File: src/rtl/loop_cfg_pkg.sv
// constants for the loop configuration field decoder
package loop_cfg_pkg;
    // field widths
    localparam int PUMP_CODE_W = 3;
    localparam int RES_CODE_W  = 3;
    localparam int CAP_CODE_W  = 4;
    localparam int CUR_W       = 9;   // microamps
    localparam int CAP_W       = 8;   // picofarads
    localparam int RES_W       = 16;  // ohms

    // global clock enable position in the thirteenth register
    localparam int GLOBAL_EN_BIT = 18;

    // reset values
    localparam logic RST_AUX_EN     = 1'h0;
    localparam logic RST_GLOBAL_EN  = 1'h1;
    localparam logic RST_DOUBLER_EN = 1'h0;
    localparam logic RST_SLEEP      = 1'h0;
    localparam logic RST_XTAL_EN    = 1'h0;
    localparam logic RST_SLOPE      = 1'h0;
    localparam logic RST_FLOAT      = 1'h0;
    localparam logic [PUMP_CODE_W-1:0] RST_PUMP_CODE = 3'h2;
    localparam logic [RES_CODE_W-1:0]  RST_RES_CODE  = 3'h0;
    localparam logic [CAP_CODE_W-1:0]  RST_CAP_CODE  = 4'h0;

    // slope select encoding
    localparam logic SLOPE_NEGATIVE = 1'h0;
    localparam logic SLOPE_POSITIVE = 1'h1;

    // pump currents, microamps
    localparam logic [CUR_W-1:0] CUR_20  = 9'h014;
    localparam logic [CUR_W-1:0] CUR_80  = 9'h050;
    localparam logic [CUR_W-1:0] CUR_25  = 9'h019;
    localparam logic [CUR_W-1:0] CUR_50  = 9'h032;
    localparam logic [CUR_W-1:0] CUR_100 = 9'h064;
    localparam logic [CUR_W-1:0] CUR_400 = 9'h190;

    // resistor values, ohms; code 000 is the low-ohm floor
    localparam logic [RES_W-1:0] R1_FLOOR = 16'h0258;  // 600
    localparam logic [RES_W-1:0] R2_FLOOR = 16'h00c8;  // 200
    localparam logic [RES_W-1:0] R_10K    = 16'h2710;
    localparam logic [RES_W-1:0] R_20K    = 16'h4e20;
    localparam logic [RES_W-1:0] R_30K    = 16'h7530;
    localparam logic [RES_W-1:0] R_40K    = 16'h9c40;

    // capacitor values, picofarads
    localparam logic [CAP_W-1:0] C_0   = 8'h00;
    localparam logic [CAP_W-1:0] C_10  = 8'h0a;
    localparam logic [CAP_W-1:0] C_50  = 8'h32;
    localparam logic [CAP_W-1:0] C_60  = 8'h3c;
    localparam logic [CAP_W-1:0] C_100 = 8'h64;
    localparam logic [CAP_W-1:0] C_110 = 8'h6e;
    localparam logic [CAP_W-1:0] C_150 = 8'h96;
    localparam logic [CAP_W-1:0] C_160 = 8'ha0;
endpackage

File: src/rtl/loop_cfg_fields.sv
// configuration field decoder for the dual-loop clock conditioner
// Notes on behaviour
// - pump current code 010..111 gives 20,80,25,50,100,400 uA; 000/001 reserved
// - slope select 0 means negative-slope oscillator, 1 positive-slope
// - crystal amplifier on at 1, off at 0; host sets it for crystals
// - auxiliary output enable resets to 0, port disabled by default
// - global clock enable bit 18 resets to 1; 1 enables output clocks
// - sleep bit at 1 powers everything down, overriding the enable, doubler and float bits and the pin
// - doubler at 1 routes oscillator input around divider through doubler
// - doubler bit resets to 0; host uses it only below 50 MHz
// - first resistor code: <600, 10k, 20k, 30k, 40k; 101-111 invalid
// - second resistor code: <200, 10k, 20k, 30k, 40k; 101-111 invalid
// - capacitor code gives twelve fixed pairs; 1100-1111 reserved
// - first pump floats when its float bit is 1, drives at 0
// - second pump floats when its float bit is 1, drives at 0
`timescale 1ns/1ps
module loop_cfg_fields (
    input  wire logic        I_CORE_CLK,
    input  wire logic        I_RSTN,
    input  wire logic        I_WR_EN,
    input  wire logic [2:0]  I_FIRST_LOOP_PUMP_CURRENT_CODE,
    input  wire logic        I_FIRST_LOOP_PUMP_SLOPE_SELECT,
    input  wire logic        I_CRYSTAL_AMPLIFIER_ENABLE,
    input  wire logic        I_AUX_OUTPUT_ENABLE,
    input  wire logic        I_GLOBAL_CLOCK_ENABLE,
    input  wire logic        I_WHOLE_DEVICE_SLEEP_BIT,
    input  wire logic        I_SECOND_LOOP_REFERENCE_DOUBLER_ENABLE,
    input  wire logic [2:0]  I_FILTER_FIRST_RESISTOR_CODE,
    input  wire logic [2:0]  I_FILTER_SECOND_RESISTOR_CODE,
    input  wire logic [3:0]  I_FILTER_CAPACITOR_PAIR_CODE,
    input  wire logic        I_FIRST_LOOP_PUMP_FLOAT_BIT,
    input  wire logic        I_SECOND_LOOP_PUMP_FLOAT_BIT,
    input  wire logic        I_OUTPUT_ENABLE_PIN,
    output logic [8:0]       O_FIRST_LOOP_PUMP_CURRENT_UA,
    output logic             O_FIRST_LOOP_PUMP_CODE_BAD,
    output logic             O_FIRST_LOOP_PUMP_INVERT,
    output logic             O_CRYSTAL_AMPLIFIER_ON,
    output logic             O_AUX_OUTPUT_ON,
    output logic             O_OUTPUT_CLOCKS_ON,
    output logic             O_DEVICE_POWERED,
    output logic             O_DOUBLER_PATH_SELECT,
    output logic             O_REFERENCE_DIVIDER_USED,
    output logic [15:0]      O_FILTER_FIRST_RESISTOR_OHM,
    output logic [15:0]      O_FILTER_SECOND_RESISTOR_OHM,
    output logic             O_FILTER_RESISTOR_CODE_BAD,
    output logic [7:0]       O_FILTER_FIRST_CAP_PF,
    output logic [7:0]       O_FILTER_SECOND_CAP_PF,
    output logic             O_FILTER_CAP_CODE_BAD,
    output logic             O_FIRST_LOOP_PUMP_OUTPUT_OE,
    output logic             O_SECOND_LOOP_PUMP_OUTPUT_OE
);

    ////////////////////////////////////////////////////////////////////////////
    // stored fields

    logic [2:0] pump_code_reg;
    logic       slope_reg;
    logic       xtal_en_reg;
    logic       aux_en_reg;
    logic       global_en_reg;
    logic       sleep_reg;
    logic       doubler_reg;
    logic [2:0] res1_code_reg;
    logic [2:0] res2_code_reg;
    logic [3:0] cap_code_reg;
    logic       float1_reg;
    logic       float2_reg;
    logic       pin_s1_reg;
    logic       pin_s2_reg;
    logic       pin_s3_reg;
    logic       pin_reg;

    always_ff @(posedge I_CORE_CLK or negedge I_RSTN) begin
        if (!I_RSTN) begin
            pump_code_reg <= loop_cfg_pkg::RST_PUMP_CODE;
            slope_reg     <= loop_cfg_pkg::RST_SLOPE;
            xtal_en_reg   <= loop_cfg_pkg::RST_XTAL_EN;
            aux_en_reg    <= loop_cfg_pkg::RST_AUX_EN;
            global_en_reg <= loop_cfg_pkg::RST_GLOBAL_EN;
            sleep_reg     <= loop_cfg_pkg::RST_SLEEP;
            doubler_reg   <= loop_cfg_pkg::RST_DOUBLER_EN;
            res1_code_reg <= loop_cfg_pkg::RST_RES_CODE;
            res2_code_reg <= loop_cfg_pkg::RST_RES_CODE;
            cap_code_reg  <= loop_cfg_pkg::RST_CAP_CODE;
            float1_reg    <= loop_cfg_pkg::RST_FLOAT;
            float2_reg    <= loop_cfg_pkg::RST_FLOAT;
        end else if (I_WR_EN) begin
            pump_code_reg <= I_FIRST_LOOP_PUMP_CURRENT_CODE;
            slope_reg     <= I_FIRST_LOOP_PUMP_SLOPE_SELECT;
            xtal_en_reg   <= I_CRYSTAL_AMPLIFIER_ENABLE;
            aux_en_reg    <= I_AUX_OUTPUT_ENABLE;
            global_en_reg <= I_GLOBAL_CLOCK_ENABLE;
            sleep_reg     <= I_WHOLE_DEVICE_SLEEP_BIT;
            doubler_reg   <= I_SECOND_LOOP_REFERENCE_DOUBLER_ENABLE;
            res1_code_reg <= I_FILTER_FIRST_RESISTOR_CODE;
            res2_code_reg <= I_FILTER_SECOND_RESISTOR_CODE;
            cap_code_reg  <= I_FILTER_CAPACITOR_PAIR_CODE;
            float1_reg    <= I_FIRST_LOOP_PUMP_FLOAT_BIT;
            float2_reg    <= I_SECOND_LOOP_PUMP_FLOAT_BIT;
        end
    end

    // output enable pin is asynchronous; change counts once stages two and three agree
    always_ff @(posedge I_CORE_CLK or negedge I_RSTN) begin
        if (!I_RSTN) begin
            pin_s1_reg <= 1'h0;
            pin_s2_reg <= 1'h0;
            pin_s3_reg <= 1'h0;
            pin_reg    <= 1'h0;
        end else begin
            pin_s1_reg <= I_OUTPUT_ENABLE_PIN;
            pin_s2_reg <= pin_s1_reg;
            pin_s3_reg <= pin_s2_reg;
            if (pin_s2_reg == pin_s3_reg) begin
                pin_reg <= pin_s3_reg;
            end
        end
    end

    ////////////////////////////////////////////////////////////////////////////
    // decode

    logic [8:0]  cur_next;
    logic        cur_bad_next;
    logic [15:0] r1_next;
    logic [15:0] r2_next;
    logic        r_bad_next;
    logic [7:0]  c1_next;
    logic [7:0]  c2_next;
    logic        c_bad_next;

    always_comb begin
        cur_bad_next = 1'h0;
        case (pump_code_reg)
            3'h2:    cur_next = loop_cfg_pkg::CUR_20;
            3'h3:    cur_next = loop_cfg_pkg::CUR_80;
            3'h4:    cur_next = loop_cfg_pkg::CUR_25;
            3'h5:    cur_next = loop_cfg_pkg::CUR_50;
            3'h6:    cur_next = loop_cfg_pkg::CUR_100;
            3'h7:    cur_next = loop_cfg_pkg::CUR_400;
            default: begin
                // reserved: no current rather than a guess
                cur_next     = 9'h000;
                cur_bad_next = 1'h1;
            end
        endcase
    end

    function automatic logic [15:0] res_decode(input logic [2:0] code,
                                               input logic [15:0] floor_ohm);
        case (code)
            3'h0:    res_decode = floor_ohm;
            3'h1:    res_decode = loop_cfg_pkg::R_10K;
            3'h2:    res_decode = loop_cfg_pkg::R_20K;
            3'h3:    res_decode = loop_cfg_pkg::R_30K;
            3'h4:    res_decode = loop_cfg_pkg::R_40K;
            default: res_decode = 16'h0000;
        endcase
    endfunction

    always_comb begin
        r1_next    = res_decode(res1_code_reg, loop_cfg_pkg::R1_FLOOR);
        r2_next    = res_decode(res2_code_reg, loop_cfg_pkg::R2_FLOOR);
        r_bad_next = (res1_code_reg > 3'h4) || (res2_code_reg > 3'h4);
    end

    always_comb begin
        c_bad_next = 1'h0;
        case (cap_code_reg)
            4'h0:    {c1_next, c2_next} = {loop_cfg_pkg::C_0, loop_cfg_pkg::C_10};
            4'h1:    {c1_next, c2_next} = {loop_cfg_pkg::C_0, loop_cfg_pkg::C_60};
            4'h2:    {c1_next, c2_next} = {loop_cfg_pkg::C_50, loop_cfg_pkg::C_10};
            4'h3:    {c1_next, c2_next} = {loop_cfg_pkg::C_0, loop_cfg_pkg::C_110};
            4'h4:    {c1_next, c2_next} = {loop_cfg_pkg::C_50, loop_cfg_pkg::C_110};
            4'h5:    {c1_next, c2_next} = {loop_cfg_pkg::C_100, loop_cfg_pkg::C_110};
            4'h6:    {c1_next, c2_next} = {loop_cfg_pkg::C_0, loop_cfg_pkg::C_160};
            4'h7:    {c1_next, c2_next} = {loop_cfg_pkg::C_50, loop_cfg_pkg::C_160};
            4'h8:    {c1_next, c2_next} = {loop_cfg_pkg::C_100, loop_cfg_pkg::C_10};
            4'h9:    {c1_next, c2_next} = {loop_cfg_pkg::C_100, loop_cfg_pkg::C_60};
            4'ha:    {c1_next, c2_next} = {loop_cfg_pkg::C_150, loop_cfg_pkg::C_110};
            4'hb:    {c1_next, c2_next} = {loop_cfg_pkg::C_150, loop_cfg_pkg::C_60};
            default: begin
                c1_next    = loop_cfg_pkg::C_0;
                c2_next    = loop_cfg_pkg::C_0;
                c_bad_next = 1'h1;
            end
        endcase
    end

    ////////////////////////////////////////////////////////////////////////////
    // registered outputs; sleep overrides every enable, doubler and float bit and the pin

    always_ff @(posedge I_CORE_CLK or negedge I_RSTN) begin
        if (!I_RSTN) begin
            O_FIRST_LOOP_PUMP_CURRENT_UA <= 9'h000;
            O_FIRST_LOOP_PUMP_CODE_BAD   <= 1'h0;
            O_FIRST_LOOP_PUMP_INVERT     <= 1'h0;
            O_CRYSTAL_AMPLIFIER_ON       <= 1'h0;
            O_AUX_OUTPUT_ON              <= 1'h0;
            O_OUTPUT_CLOCKS_ON           <= 1'h0;
            O_DEVICE_POWERED             <= 1'h0;
            O_DOUBLER_PATH_SELECT        <= 1'h0;
            O_REFERENCE_DIVIDER_USED     <= 1'h0;
            O_FILTER_FIRST_RESISTOR_OHM  <= 16'h0000;
            O_FILTER_SECOND_RESISTOR_OHM <= 16'h0000;
            O_FILTER_RESISTOR_CODE_BAD   <= 1'h0;
            O_FILTER_FIRST_CAP_PF        <= 8'h00;
            O_FILTER_SECOND_CAP_PF       <= 8'h00;
            O_FILTER_CAP_CODE_BAD        <= 1'h0;
            O_FIRST_LOOP_PUMP_OUTPUT_OE  <= 1'h0;
            O_SECOND_LOOP_PUMP_OUTPUT_OE <= 1'h0;
        end else begin
            O_FIRST_LOOP_PUMP_CURRENT_UA <= cur_next;
            O_FIRST_LOOP_PUMP_CODE_BAD   <= cur_bad_next;
            O_FIRST_LOOP_PUMP_INVERT     <= (slope_reg == loop_cfg_pkg::SLOPE_NEGATIVE);
            O_CRYSTAL_AMPLIFIER_ON       <= xtal_en_reg && !sleep_reg;
            O_AUX_OUTPUT_ON              <= aux_en_reg && !sleep_reg;
            O_OUTPUT_CLOCKS_ON           <= global_en_reg && pin_reg
                                            && !sleep_reg;
            O_DEVICE_POWERED             <= !sleep_reg;
            O_DOUBLER_PATH_SELECT        <= doubler_reg && !sleep_reg;
            O_REFERENCE_DIVIDER_USED     <= !doubler_reg && !sleep_reg;
            O_FILTER_FIRST_RESISTOR_OHM  <= r1_next;
            O_FILTER_SECOND_RESISTOR_OHM <= r2_next;
            O_FILTER_RESISTOR_CODE_BAD   <= r_bad_next;
            O_FILTER_FIRST_CAP_PF        <= c1_next;
            O_FILTER_SECOND_CAP_PF       <= c2_next;
            O_FILTER_CAP_CODE_BAD        <= c_bad_next;
            // a powered-down pump cannot drive either
            O_FIRST_LOOP_PUMP_OUTPUT_OE  <= !float1_reg && !sleep_reg;
            O_SECOND_LOOP_PUMP_OUTPUT_OE <= !float2_reg && !sleep_reg;
        end
    end

endmodule // loop_cfg_fields

File: config.mk
export PLATFORM = sky130hd
export DESIGN_NAME = loop_cfg_fields
export DESIGN_NICKNAME = d
export VERILOG_FILES = /design/src/rtl/loop_cfg_pkg.sv /design/src/rtl/loop_cfg_fields.sv
export SDC_FILE = /design/constraint.sdc
export NUM_CORES = 1
export LEC_CHECK = 0
export BUFFER_PORTS_ARGS = -buffer_cell sky130_fd_sc_hd__buf_4
export CORE_ASPECT_RATIO = 0.8
export CORE_MARGIN = 2
export CORE_UTILIZATION = 49
export CTS_CLUSTER_SIZE = 12
export DETAILED_ROUTE_END_ITERATION = 12
export GPL_ROUTABILITY_DRIVEN = 0
export GPL_TIMING_DRIVEN = 0
export PLACE_DENSITY = 0.84
export SKIP_LAST_GASP = 1
export SLEW_MARGIN = 20
export SYNTH_ARGS = -nofsm -noshare
export SYNTH_HDL_FRONTEND = slang
export SYNTH_SLANG_ARGS = --single-unit
File: constraint.sdc
create_clock -name I_CORE_CLK -period 1.4 [get_ports I_CORE_CLK]
set_input_delay 0 -clock I_CORE_CLK [delete_from_list [all_inputs] [get_ports I_CORE_CLK]]
set_output_delay 0 -clock I_CORE_CLK [all_outputs]
set_load 0.02 [all_outputs]
Word level (Yosys, flattened, before mapping)

Cells that the tools add are included.

Reductions and logical operators: 25
Muxes and demuxes: 7
$lt $le $gt $ge: 2
Bitwise gates (word level): 1
Equality and inequality tests: 26

Operator list:

| kind                 | number |
|---|---|
| $pmux W16 S5         | 2 |
| $pmux W9 S6          | 1 |
| $pmux W8 S4          | 1 |
| $pmux W8 S3          | 1 |
| $eq A3 B2 Y1 const B | 6 |
| $eq A3 B3 Y1 const B | 6 |
| $eq A4 B3 Y1 const B | 4 |
| $eq A4 B4 Y1 const B | 4 |
| $reduce_or A12 Y1    | 1 |
| $reduce_or A3 Y1     | 4 |
| $eq A4 B2 Y1 const B | 2 |
| $logic_and A1 B1 Y1  | 8 |
| $eq A3 B1 Y1 const B | 2 |
| $gt A3 B3 Y1 const B | 2 |
| $logic_not A3 Y1     | 2 |
| $reduce_or A6 Y1     | 1 |
| $eq A4 B1 Y1 const B | 1 |
| $logic_not A1 Y1     | 4 |
| $logic_not A4 Y1     | 1 |
| $reduce_or A2 Y1     | 2 |
| $reduce_or A4 Y1     | 1 |
| $mux W1              | 2 |
| $eq A1 B1 Y1         | 1 |
| $logic_or A1 B1 Y1   | 1 |
| $not A1 Y1           | 1 |

Output and inout bits: 69
Register bits: 94
Bits of input ports: 25
Word-level logic and storage cells: 94

Logic depth before layout (Yosys ltp)

Gate-level depths: netlist of run 1.

Depth after elaboration: 3
Mapped depth: 4
Depth with buffers taken out: 3

Least setup slack after synthesis of run 1

Ideal clock, no wire load.

Path kind: register to register
Start: register cap_code_reg[3]
End: register O_FILTER_FIRST_CAP_PF[5]
Path buffers: 1
Data required time: 1.274 ns
Stages on the path, launching flop included: 4
Data arrival time: 0.943 ns
Clock period less this slack: 1.069 ns
Path slack: 0.331 ns
Cells stage by stage: dfrtp_1 -> buf_6 -> nor2b_1 -> a221o_1

Cells in the longest elaborated chain, start to end: 3
Elaborated cells on any way between the ends: 12
Those cells by class: 8 x eq/ne; 1 x mux; 3 x reduce/logical

RTL lines:

| element                                                                      | RTL line               | text |
|---|---|---|
| start: declaration                                                           | loop_cfg_fields.sv:65  | `logic [3:0] cap_code_reg;` |
| start signal: assignment                                                     | loop_cfg_fields.sv:84  | `cap_code_reg <= loop_cfg_pkg::RST_CAP_CODE;` |
| $eq A4 B4 Y1 (tied with other cells)                                         | loop_cfg_fields.sv:169 | `case (cap_code_reg)` |
| $reduce_or A3 Y1 (no source line) / $reduce_or A2 Y1 (equally long branches) | n/a                    |  |
| $pmux W8 S3 (*)                                                              | loop_cfg_fields.sv:169 |  |
| via c1_next[5]                                                               | loop_cfg_fields.sv:128 | `logic [7:0] c1_next;` |
| end signal: assignment                                                       | loop_cfg_fields.sv:226 | `O_FILTER_FIRST_CAP_PF <= c1_next;` |
| end: declaration                                                             | loop_cfg_fields.sv:46  | `output logic [7:0] O_FILTER_FIRST_CAP_PF,` |

The timed path passes the listed nets; every way through them passes the cells marked *.
A chain may end at the register's enable or synchronous reset.

Final worst setup path of run 1

Start: register cap_code_reg[2]
End: register O_FILTER_FIRST_CAP_PF[5]

Same word-level chain as after synthesis.

==> flow_summary.yaml, run 1 <==
run_status:
  status: "complete, no violations"
global_routing:
  grt_use_total_pct: 19.4
  grt_use_met2_pct: 33.4
  grt_use_met3_pct: 5.99
  grt_pass1_vias: 1924
  met1_usage_pct: 22.2
  grt_pass1_wl_um: 8920
  grt-ovfl-total: 0
  grt_max_degree: 76
  antenna_found_initial: 0
  busiest_layer: "met2"
clocking:
  cts_tree: "done"
  hold_buffers: 23
  postCtsSetupRepairBufs: 0
  numCtsBuffers: 9
  cts_max_level: 3
  worst_skew_pair.late_latency_ns: 0.34
  cts-resized-gates: 0
  clock-root-buffer: "clkbuf_8"
  clk_pin_slew_ns: 0.07
  cts_buffer_depth: 2
  cts.sinks: 75
job:
  maxCapViolations: 0
placement:
  place_hpwl_um: 3610
  place_inst: 378
  port-buffer-count: 82
  placed_cell_area_um2: 3520
synth:
  yosysWarnings: 0
  synth_top_area_cell: "dfrtp_1"
  synth_top_area_share_pct: 65.9
  synth_edf_count: 0
  synth_cells: 209
  ys_dominant_reg_cell: "dfrtp_1"
  synth-seq-cells: 75
  yosysSeqAreaShare_pct: 67.8
  synth.area.top_cells: "dfrtp_1 66%, buf_4 5.4%, mux2_4 4.3%, nor2b_1 2.9%, mux2_2 2.8%"
  syn_area_um2: 2770
  syn_avg_cell_area_um2: 13.3
  synth_cell_types: 32
  synthArstFlopShare_pct: 100
routing:
  via_per_inst: 4.50
  drt_iter0_drc: 59
  totalWireLength_um: 5540
  drc: 0
  drt-pass1-iter-count: 4
  routedWlPerCell_um: 13.3
  vias: 1874
  drtAntennaViolNets: 0
sta:
  finalCriticalPeriod_ns: 1.18
  max_slew_margin_pct: 39.8
  hold_viol_final: 0
  fin_crit_sh_pct: 84.3
  grt_setup_unrepaired: "false"
  worst_pin_slew_ns: 0.903
  maxSlewViolCount: 0
  finalSetupViolations: 0
  max_freq_mhz: 848
  fin_skew_ns: 0.00643
  setup_tns_ns: 0
  whs_ns: 0.0145
worst_setup_path:
  cp_top_family: "flip-flops"
  path_buf_inv: 1
  crit_fanout: 10
  cp_data_required_time_ns: 1.62
  slowest_delay_ns: 0.41
  arrival_ns: 1.40
  cpMaxStageDelayCell: "dfrtp_1"
  critPathCapture: "O_FILTER_FIRST_CAP_PF[5]"
  cp_num_cells: 3
  end_kind: "flop"
  worstPathCellList: "buf_2, nor2_1, a221o_1"
  reg2reg_from: "cap_code_reg[2]"
  criticalPathCategory: "flop to flop"
  reg2regPathDepth: 3
  cp-startpoint: "cap_code_reg[2]"
  worstReg2RegEnd: "O_FILTER_FIRST_CAP_PF[5]"
  startpoint_type: "flop"
  rrSetupSlack_ns: 0.22
final_layout:
  layout_common_cells: "102 x buf_4, 73 x dfrtp_1, 23 x dlygate4sd3_1"
  instances_no_fill: 416
  fin_area_um2: 3980
  diodes: 0
  max_flop_register: "O_FILTER_FIRST_RESISTOR_OHM"
  nNetsFinal: 359
  areaGrowthSynthToFinish_pct: 43.6
  layout_commonest_cell: "buf_4"
  largest_reg_flops: 10
  fin_util_pct: 72.8
  reg_top3: "O_FILTER_FIRST_RESISTOR_OHM (10), O_FILTER_SECOND_RESISTOR_OHM (9)"
  layout-drive-gt1-share_pct: 42.0
floorplan:
  num_rows: 24
  die_w_um: 88.1
  start_util_pct: 50.7
  core_area_um2: 5470
  die_h_um: 71.3
  ios: 94
  dieArea_um2: 6280
power:
  p_leak_nw: 2.02
  p_per_area_nw_per_um2: 1400
  peakVddDrop_v: 0.000873
hold_path:
  hold_path_class: "primary input to flop"
report_power, final:
group	switching, W	internal (W)
registers	0.000116	0.00240
clock network	0.000755	0.00117
logic	0.000585	0.000533
total	0.00146	0.00410
cell type report:
| type | count | area [µm²] |
|---|---|---|
| inverters | 7 | 26.3 |
| fillers | 407 | 1490 |
| repair buffers | 105 | 846 |
| clock buffers | 10 | 128 |
| flip-flops and latches | 75 | 1880 |
| well taps | 78 | 97.6 |
| multi-input cells | 107 | 693 |
| plain buffers | 29 | 206 |
| clock inverters | 5 | 103 |
worst min-delay path by stage:
| stage | cells after the start | end | start |
|---|---|---|---|
| floorplan | 0 | O_AUX_OUTPUT_ON | I_RSTN |
| CTS | 2 | pump_code_reg[0] | I_WR_EN |
| finish | 2 | pump_code_reg[0] | I_WR_EN |
| detailed placement | 1 | pin_s1_reg | I_OUTPUT_ENABLE_PIN |
| global placement | 1 | pin_s1_reg | I_OUTPUT_ENABLE_PIN |
| global route | 2 | pump_code_reg[0] | I_WR_EN |
synth_stat cells, drive strengths merged (2+ instances only):
master,count
a21oi,6
and2,4
and3,2
buf,28
dfrtp,73
dfstp,2
inv,7
mux2,15
nand2,10
nor2,15
nor2b,14
nor3,2
o21ai,14
xnor2,4
cell families (layout without fill, tap and decap cells):
| kind of cell | count (synthesis) | in the layout | share of synthesized area (%) |
|---|---|---|---|
| AO/OA/AOI/OAI | 26 | 26 | 5.37 |
| AND/OR/NAND/NOR | 50 | 50 | 9.17 |
| adder cells (fa/ha/maj) | 1 | 1 | 0.361 |
| XOR/XNOR | 5 | 5 | 1.58 |
| multiplexers | 15 | 15 | 7.18 |
| buffers and inverters | 36 | 156 | 8.40 |
| other | 1 | 10 | 0.135 |
| flip-flops | 75 | 75 | 67.8 |
per-stage QoR:
stage	total power, W	setup slack (ns)
2_1_floorplan	0.00315	0.331
3_3_place_gp	0.00358	0.299
3_5_place_dp	0.00363	0.268
4_1_cts	0.00559	0.226
5_1_grt	0.00582	0.186
6_report	0.00556	0.220
layer usage:
metal,wire [µm],vias up
li1,-,893
met1,2160,907
met2,2960,63
met3,318,11
met4,100,0
met5,0,-
Note: power is estimated with default switching activity, not from simulation.
==> run 2: changes to the inputs <==
--- a/config.mk
+++ b/config.mk
@@ -5,6 +5,7 @@
 export SDC_FILE = /design/constraint.sdc
 export NUM_CORES = 1
 export LEC_CHECK = 0
+export ABC_AREA = 1
 export BUFFER_PORTS_ARGS = -buffer_cell sky130_fd_sc_hd__buf_4
 export CORE_ASPECT_RATIO = 0.8
 export CORE_MARGIN = 2
@@ -13,7 +14,7 @@
 export DETAILED_ROUTE_END_ITERATION = 12
 export GPL_ROUTABILITY_DRIVEN = 0
 export GPL_TIMING_DRIVEN = 0
-export PLACE_DENSITY = 0.84
+export PLACE_DENSITY = 0.85
 export SKIP_LAST_GASP = 1
 export SLEW_MARGIN = 20
 export SYNTH_ARGS = -nofsm -noshare
==> constraint.sdc (replaced) <==
create_clock -name I_CORE_CLK -period 1.2 [get_ports I_CORE_CLK]
set_input_delay 0 -clock I_CORE_CLK [delete_from_list [all_inputs] [get_ports I_CORE_CLK]]
set_output_delay 0 -clock I_CORE_CLK [all_outputs]
set_load 0.02 [all_outputs]
==> flow_summary.yaml, run 2 <==
final_layout:
  areaGrowthSynthToFinish_pct: 47.5
  largest_reg_flops: 10
  max_flop_register: "O_FILTER_FIRST_RESISTOR_OHM"
  nNetsFinal: 399
  layout_commonest_cell: "buf_4"
  layout_common_cells: "103 x buf_4, 72 x dfrtp_1, 38 x nand2_1"
  layout-drive-gt1-share_pct: 36.9
  reg_top3: "O_FILTER_FIRST_RESISTOR_OHM (10), O_FILTER_SECOND_RESISTOR_OHM (9)"
  diodes: 0
placement:
  place_hpwl_um: 3650
  pre_cts_slack_ns: 0.172
  port-buffer-count: 82
global_routing:
  antenna_found_initial: 0
  grt_max_degree: 76
  grt_use_total_pct: 20.4
  grt_pass1_vias: 1976
  grt_pass1_wl_um: 9160
  grt-ovfl-total: 0
floorplan:
  num_rows: 24
  dieArea_um2: 6130
  core_area_um2: 5380
  start_util_pct: 50.3
  die_h_um: 70.5
  die_w_um: 87.1
  ios: 94
power:
  p_switching_w: 0.00174
  p_seq_share_pct: 45.1
  p_per_area_nw_per_um2: 1620
  peakVddDrop_v: 0.000979
  p_leak_nw: 2.14
  clockPowerShare_pct: 35.4
  internal_power_w: 0.00474
  sw_frac_of_total_pct: 26.8
  combPwrFrac_pct: 19.5
synth:
  synth_common_cells: "73 x dfrtp_1, 38 x nand2_1, 25 x inv_1, 22 x o21ai_0, 21 x buf_4"
  syn_avg_cell_area_um2: 11.2
  synth-seq-cells: 75
  synth.area.top_cells: "dfrtp_1 68%, buf_4 5.8%, nand2_1 5.3%, o21ai_0 4.1%, inv_1 3.5%"
  synth_most_common_cell: "dfrtp_1"
  synth_compound_area_share_pct: 6.01
  synth_top_family_by_area: "simple AND/OR/NAND/NOR gates"
  synth.area.mux_share_pct: 1.25
  yosysSeqAreaShare_pct: 69.5
  synth_adder_area_share_pct: 0.370
  ys_dominant_reg_cell: "dfrtp_1"
  synth_edf_count: 0
  synth_cell_types: 25
  synth_simple_gate_area_share_pct: 12.2
  yosysWarnings: 0
  synth_xor_area_share_pct: 0
  synth_cells: 241
  syn_area_um2: 2710
  synth_top_area_cell: "dfrtp_1"
  synthArstFlopShare_pct: 100
  synth_top_area_share_pct: 67.5
hold_path:
  hold_path_class: "primary input to flop"
sta:
  finalCriticalPeriod_ns: 1.17
  layout_setup_ws_ns: 0.0297
  setup_tns_ns: 0
  hold_viol_final: 0
  grt_setup_unrepaired: "false"
  finalSetupViolations: 0
  max_slew_margin_pct: 41.1
  fin_skew_ns: 0.00704
  max_freq_mhz: 855
  worst_pin_slew_ns: 0.883
  maxSlewViolCount: 0
  fin_crit_sh_pct: 97.5
clocking:
  cts_tree: "done"
  cts.sinks: 75
  numCtsBuffers: 9
  postCtsSetupRepairBufs: 0
  cts_max_level: 3
  clk_pin_slew_ns: 0.07
  worst_skew_pair.late_latency_ns: 0.34
  clock-root-buffer: "clkbuf_8"
  cts_buffer_depth: 2
worst_setup_path:
  end_kind: "flop"
  criticalPathCategory: "primary input to flop"
  startpoint_type: "primary input"
  cp_data_required_time_ns: 1.43
  arrival_ns: 1.40
  crit_fanout: 1
routing:
  drt-pass1-iter-count: 5
  totalWireLength_um: 5820
  routedWlPerCell_um: 13.1
  drc: 0
  drt_iter0_drc: 85
  drtAntennaViolNets: 0
  via_per_inst: 4.50
  vias: 1996
job:
  maxCapViolations: 0
run_status:
  status: "complete, no violations"
==> run 2: changes by cell type in the layout (fill, tap and decap cells not counted), moves of 6 or more <==
cell / previous run / this run
dlygate4sd3_1: 23 / 29
mux2_4: 8 / 0
o21ai_0: 13 / 21
inv_1: 7 / 24
nand2_1: 10 / 38
nand3_1: 0 / 8
nor2b_1: 13 / 0
==> run 2: through the flow <==
stage / hold WS [ns] / instance area [µm²] / total power (W) / std cells / util, %
after global placement: 0.110 / 3440 / 0.00410 / 397 / 63.9
after floorplan: -0.296 / 2740 / 0.00360 / 250 / -
after global routing: 0.0309 / 3990 / 0.00676 / 444 / 74.2
after CTS: 0.00650 / 3990 / 0.00653 / 444 / 74.1
final: 0.0290 / 3990 / 0.00647 / 444 / 74.2
after detailed placement: 0.112 / 3440 / 0.00415 / 397 / 63.9
==> run 2: per-layer routing <==
layer | GRT usage (%) | vias to the layer above | share of wire, %
met3 | 9.22 | 8 | 7.4
met2 | 35.0 | 82 | 52
met5 | 0 | - | 0
met1 | 22.6 | 920 | 39
li1 | - | 986 | -
met4 | 6.25 | 0 | 1.1
==> run 2: critical path, stage by stage <==
cell and delay [ns]:
dlygate4sd3_1 0.55, buf_4 0.14, nand2_1 0.07, dlygate4sd3_1 0.56
o21ai_1 0.08
==> run 2: final timing paths <==
| check | start | endpoint | slack [ns] | depth (start not counted) |
|---|---|---|---|---|
| worst max-delay path | I_FILTER_FIRST_RESISTOR_CODE[0] | res1_code_reg[0] | 0.03 | 5 |
| worst min-delay path | I_WR_EN | res1_code_reg[0] | 0.03 | 2 |
| worst max register to register | cap_code_reg[1] | O_FILTER_SECOND_CAP_PF[3] | 0.12 | 6 |
| worst min register to register | pin_s1_reg | pin_s2_reg | 0.35 | 0 |
| max in group asynchronous | I_RSTN | cap_code_reg[1] | 0.26 | 2 |
| min in group asynchronous | I_RSTN | O_FILTER_SECOND_CAP_PF[2] | 0.33 | 2 |
==> run 2: logic make-up (layout without fill, tap and decap cells) <==
kind of cell	Yosys count	in the layout
AOI/OAI and AO/OA	31	31
adders and majority gates	1	1
muxes	3	3
buffers and inverters	54	183
other	1	10
and+or+nand+nor	76	76
DFF	75	75
==> run 2: area by class of cell <==
type                    instances  area, µm²
fillers                       365       1390
multi-input cells             121        574
clock buffers                  10        128
repair buffers                113        923
well taps                      65       81.3
clock inverters                 6        111
flip-flops and latches         75       1880
inverters                      29        109
plain buffers                  25        183
==> run 2: repair_timing <==
action,CTS,global route
hold buffers,31,0
setup endpoints to repair,0,8
hold endpoints to repair,95,0
gates resized for setup,0,7
==> run 2: power by group through the flow <==
stage,clock network (W),logic [W],registers [W]
floorplan,0,0.000401,0.00320
global placement,0,0.00115,0.00295
detailed placement,0,0.00118,0.00297
CTS,0.00234,0.00127,0.00292
global route,0.00245,0.00136,0.00295
finish,0.00229,0.00126,0.00292
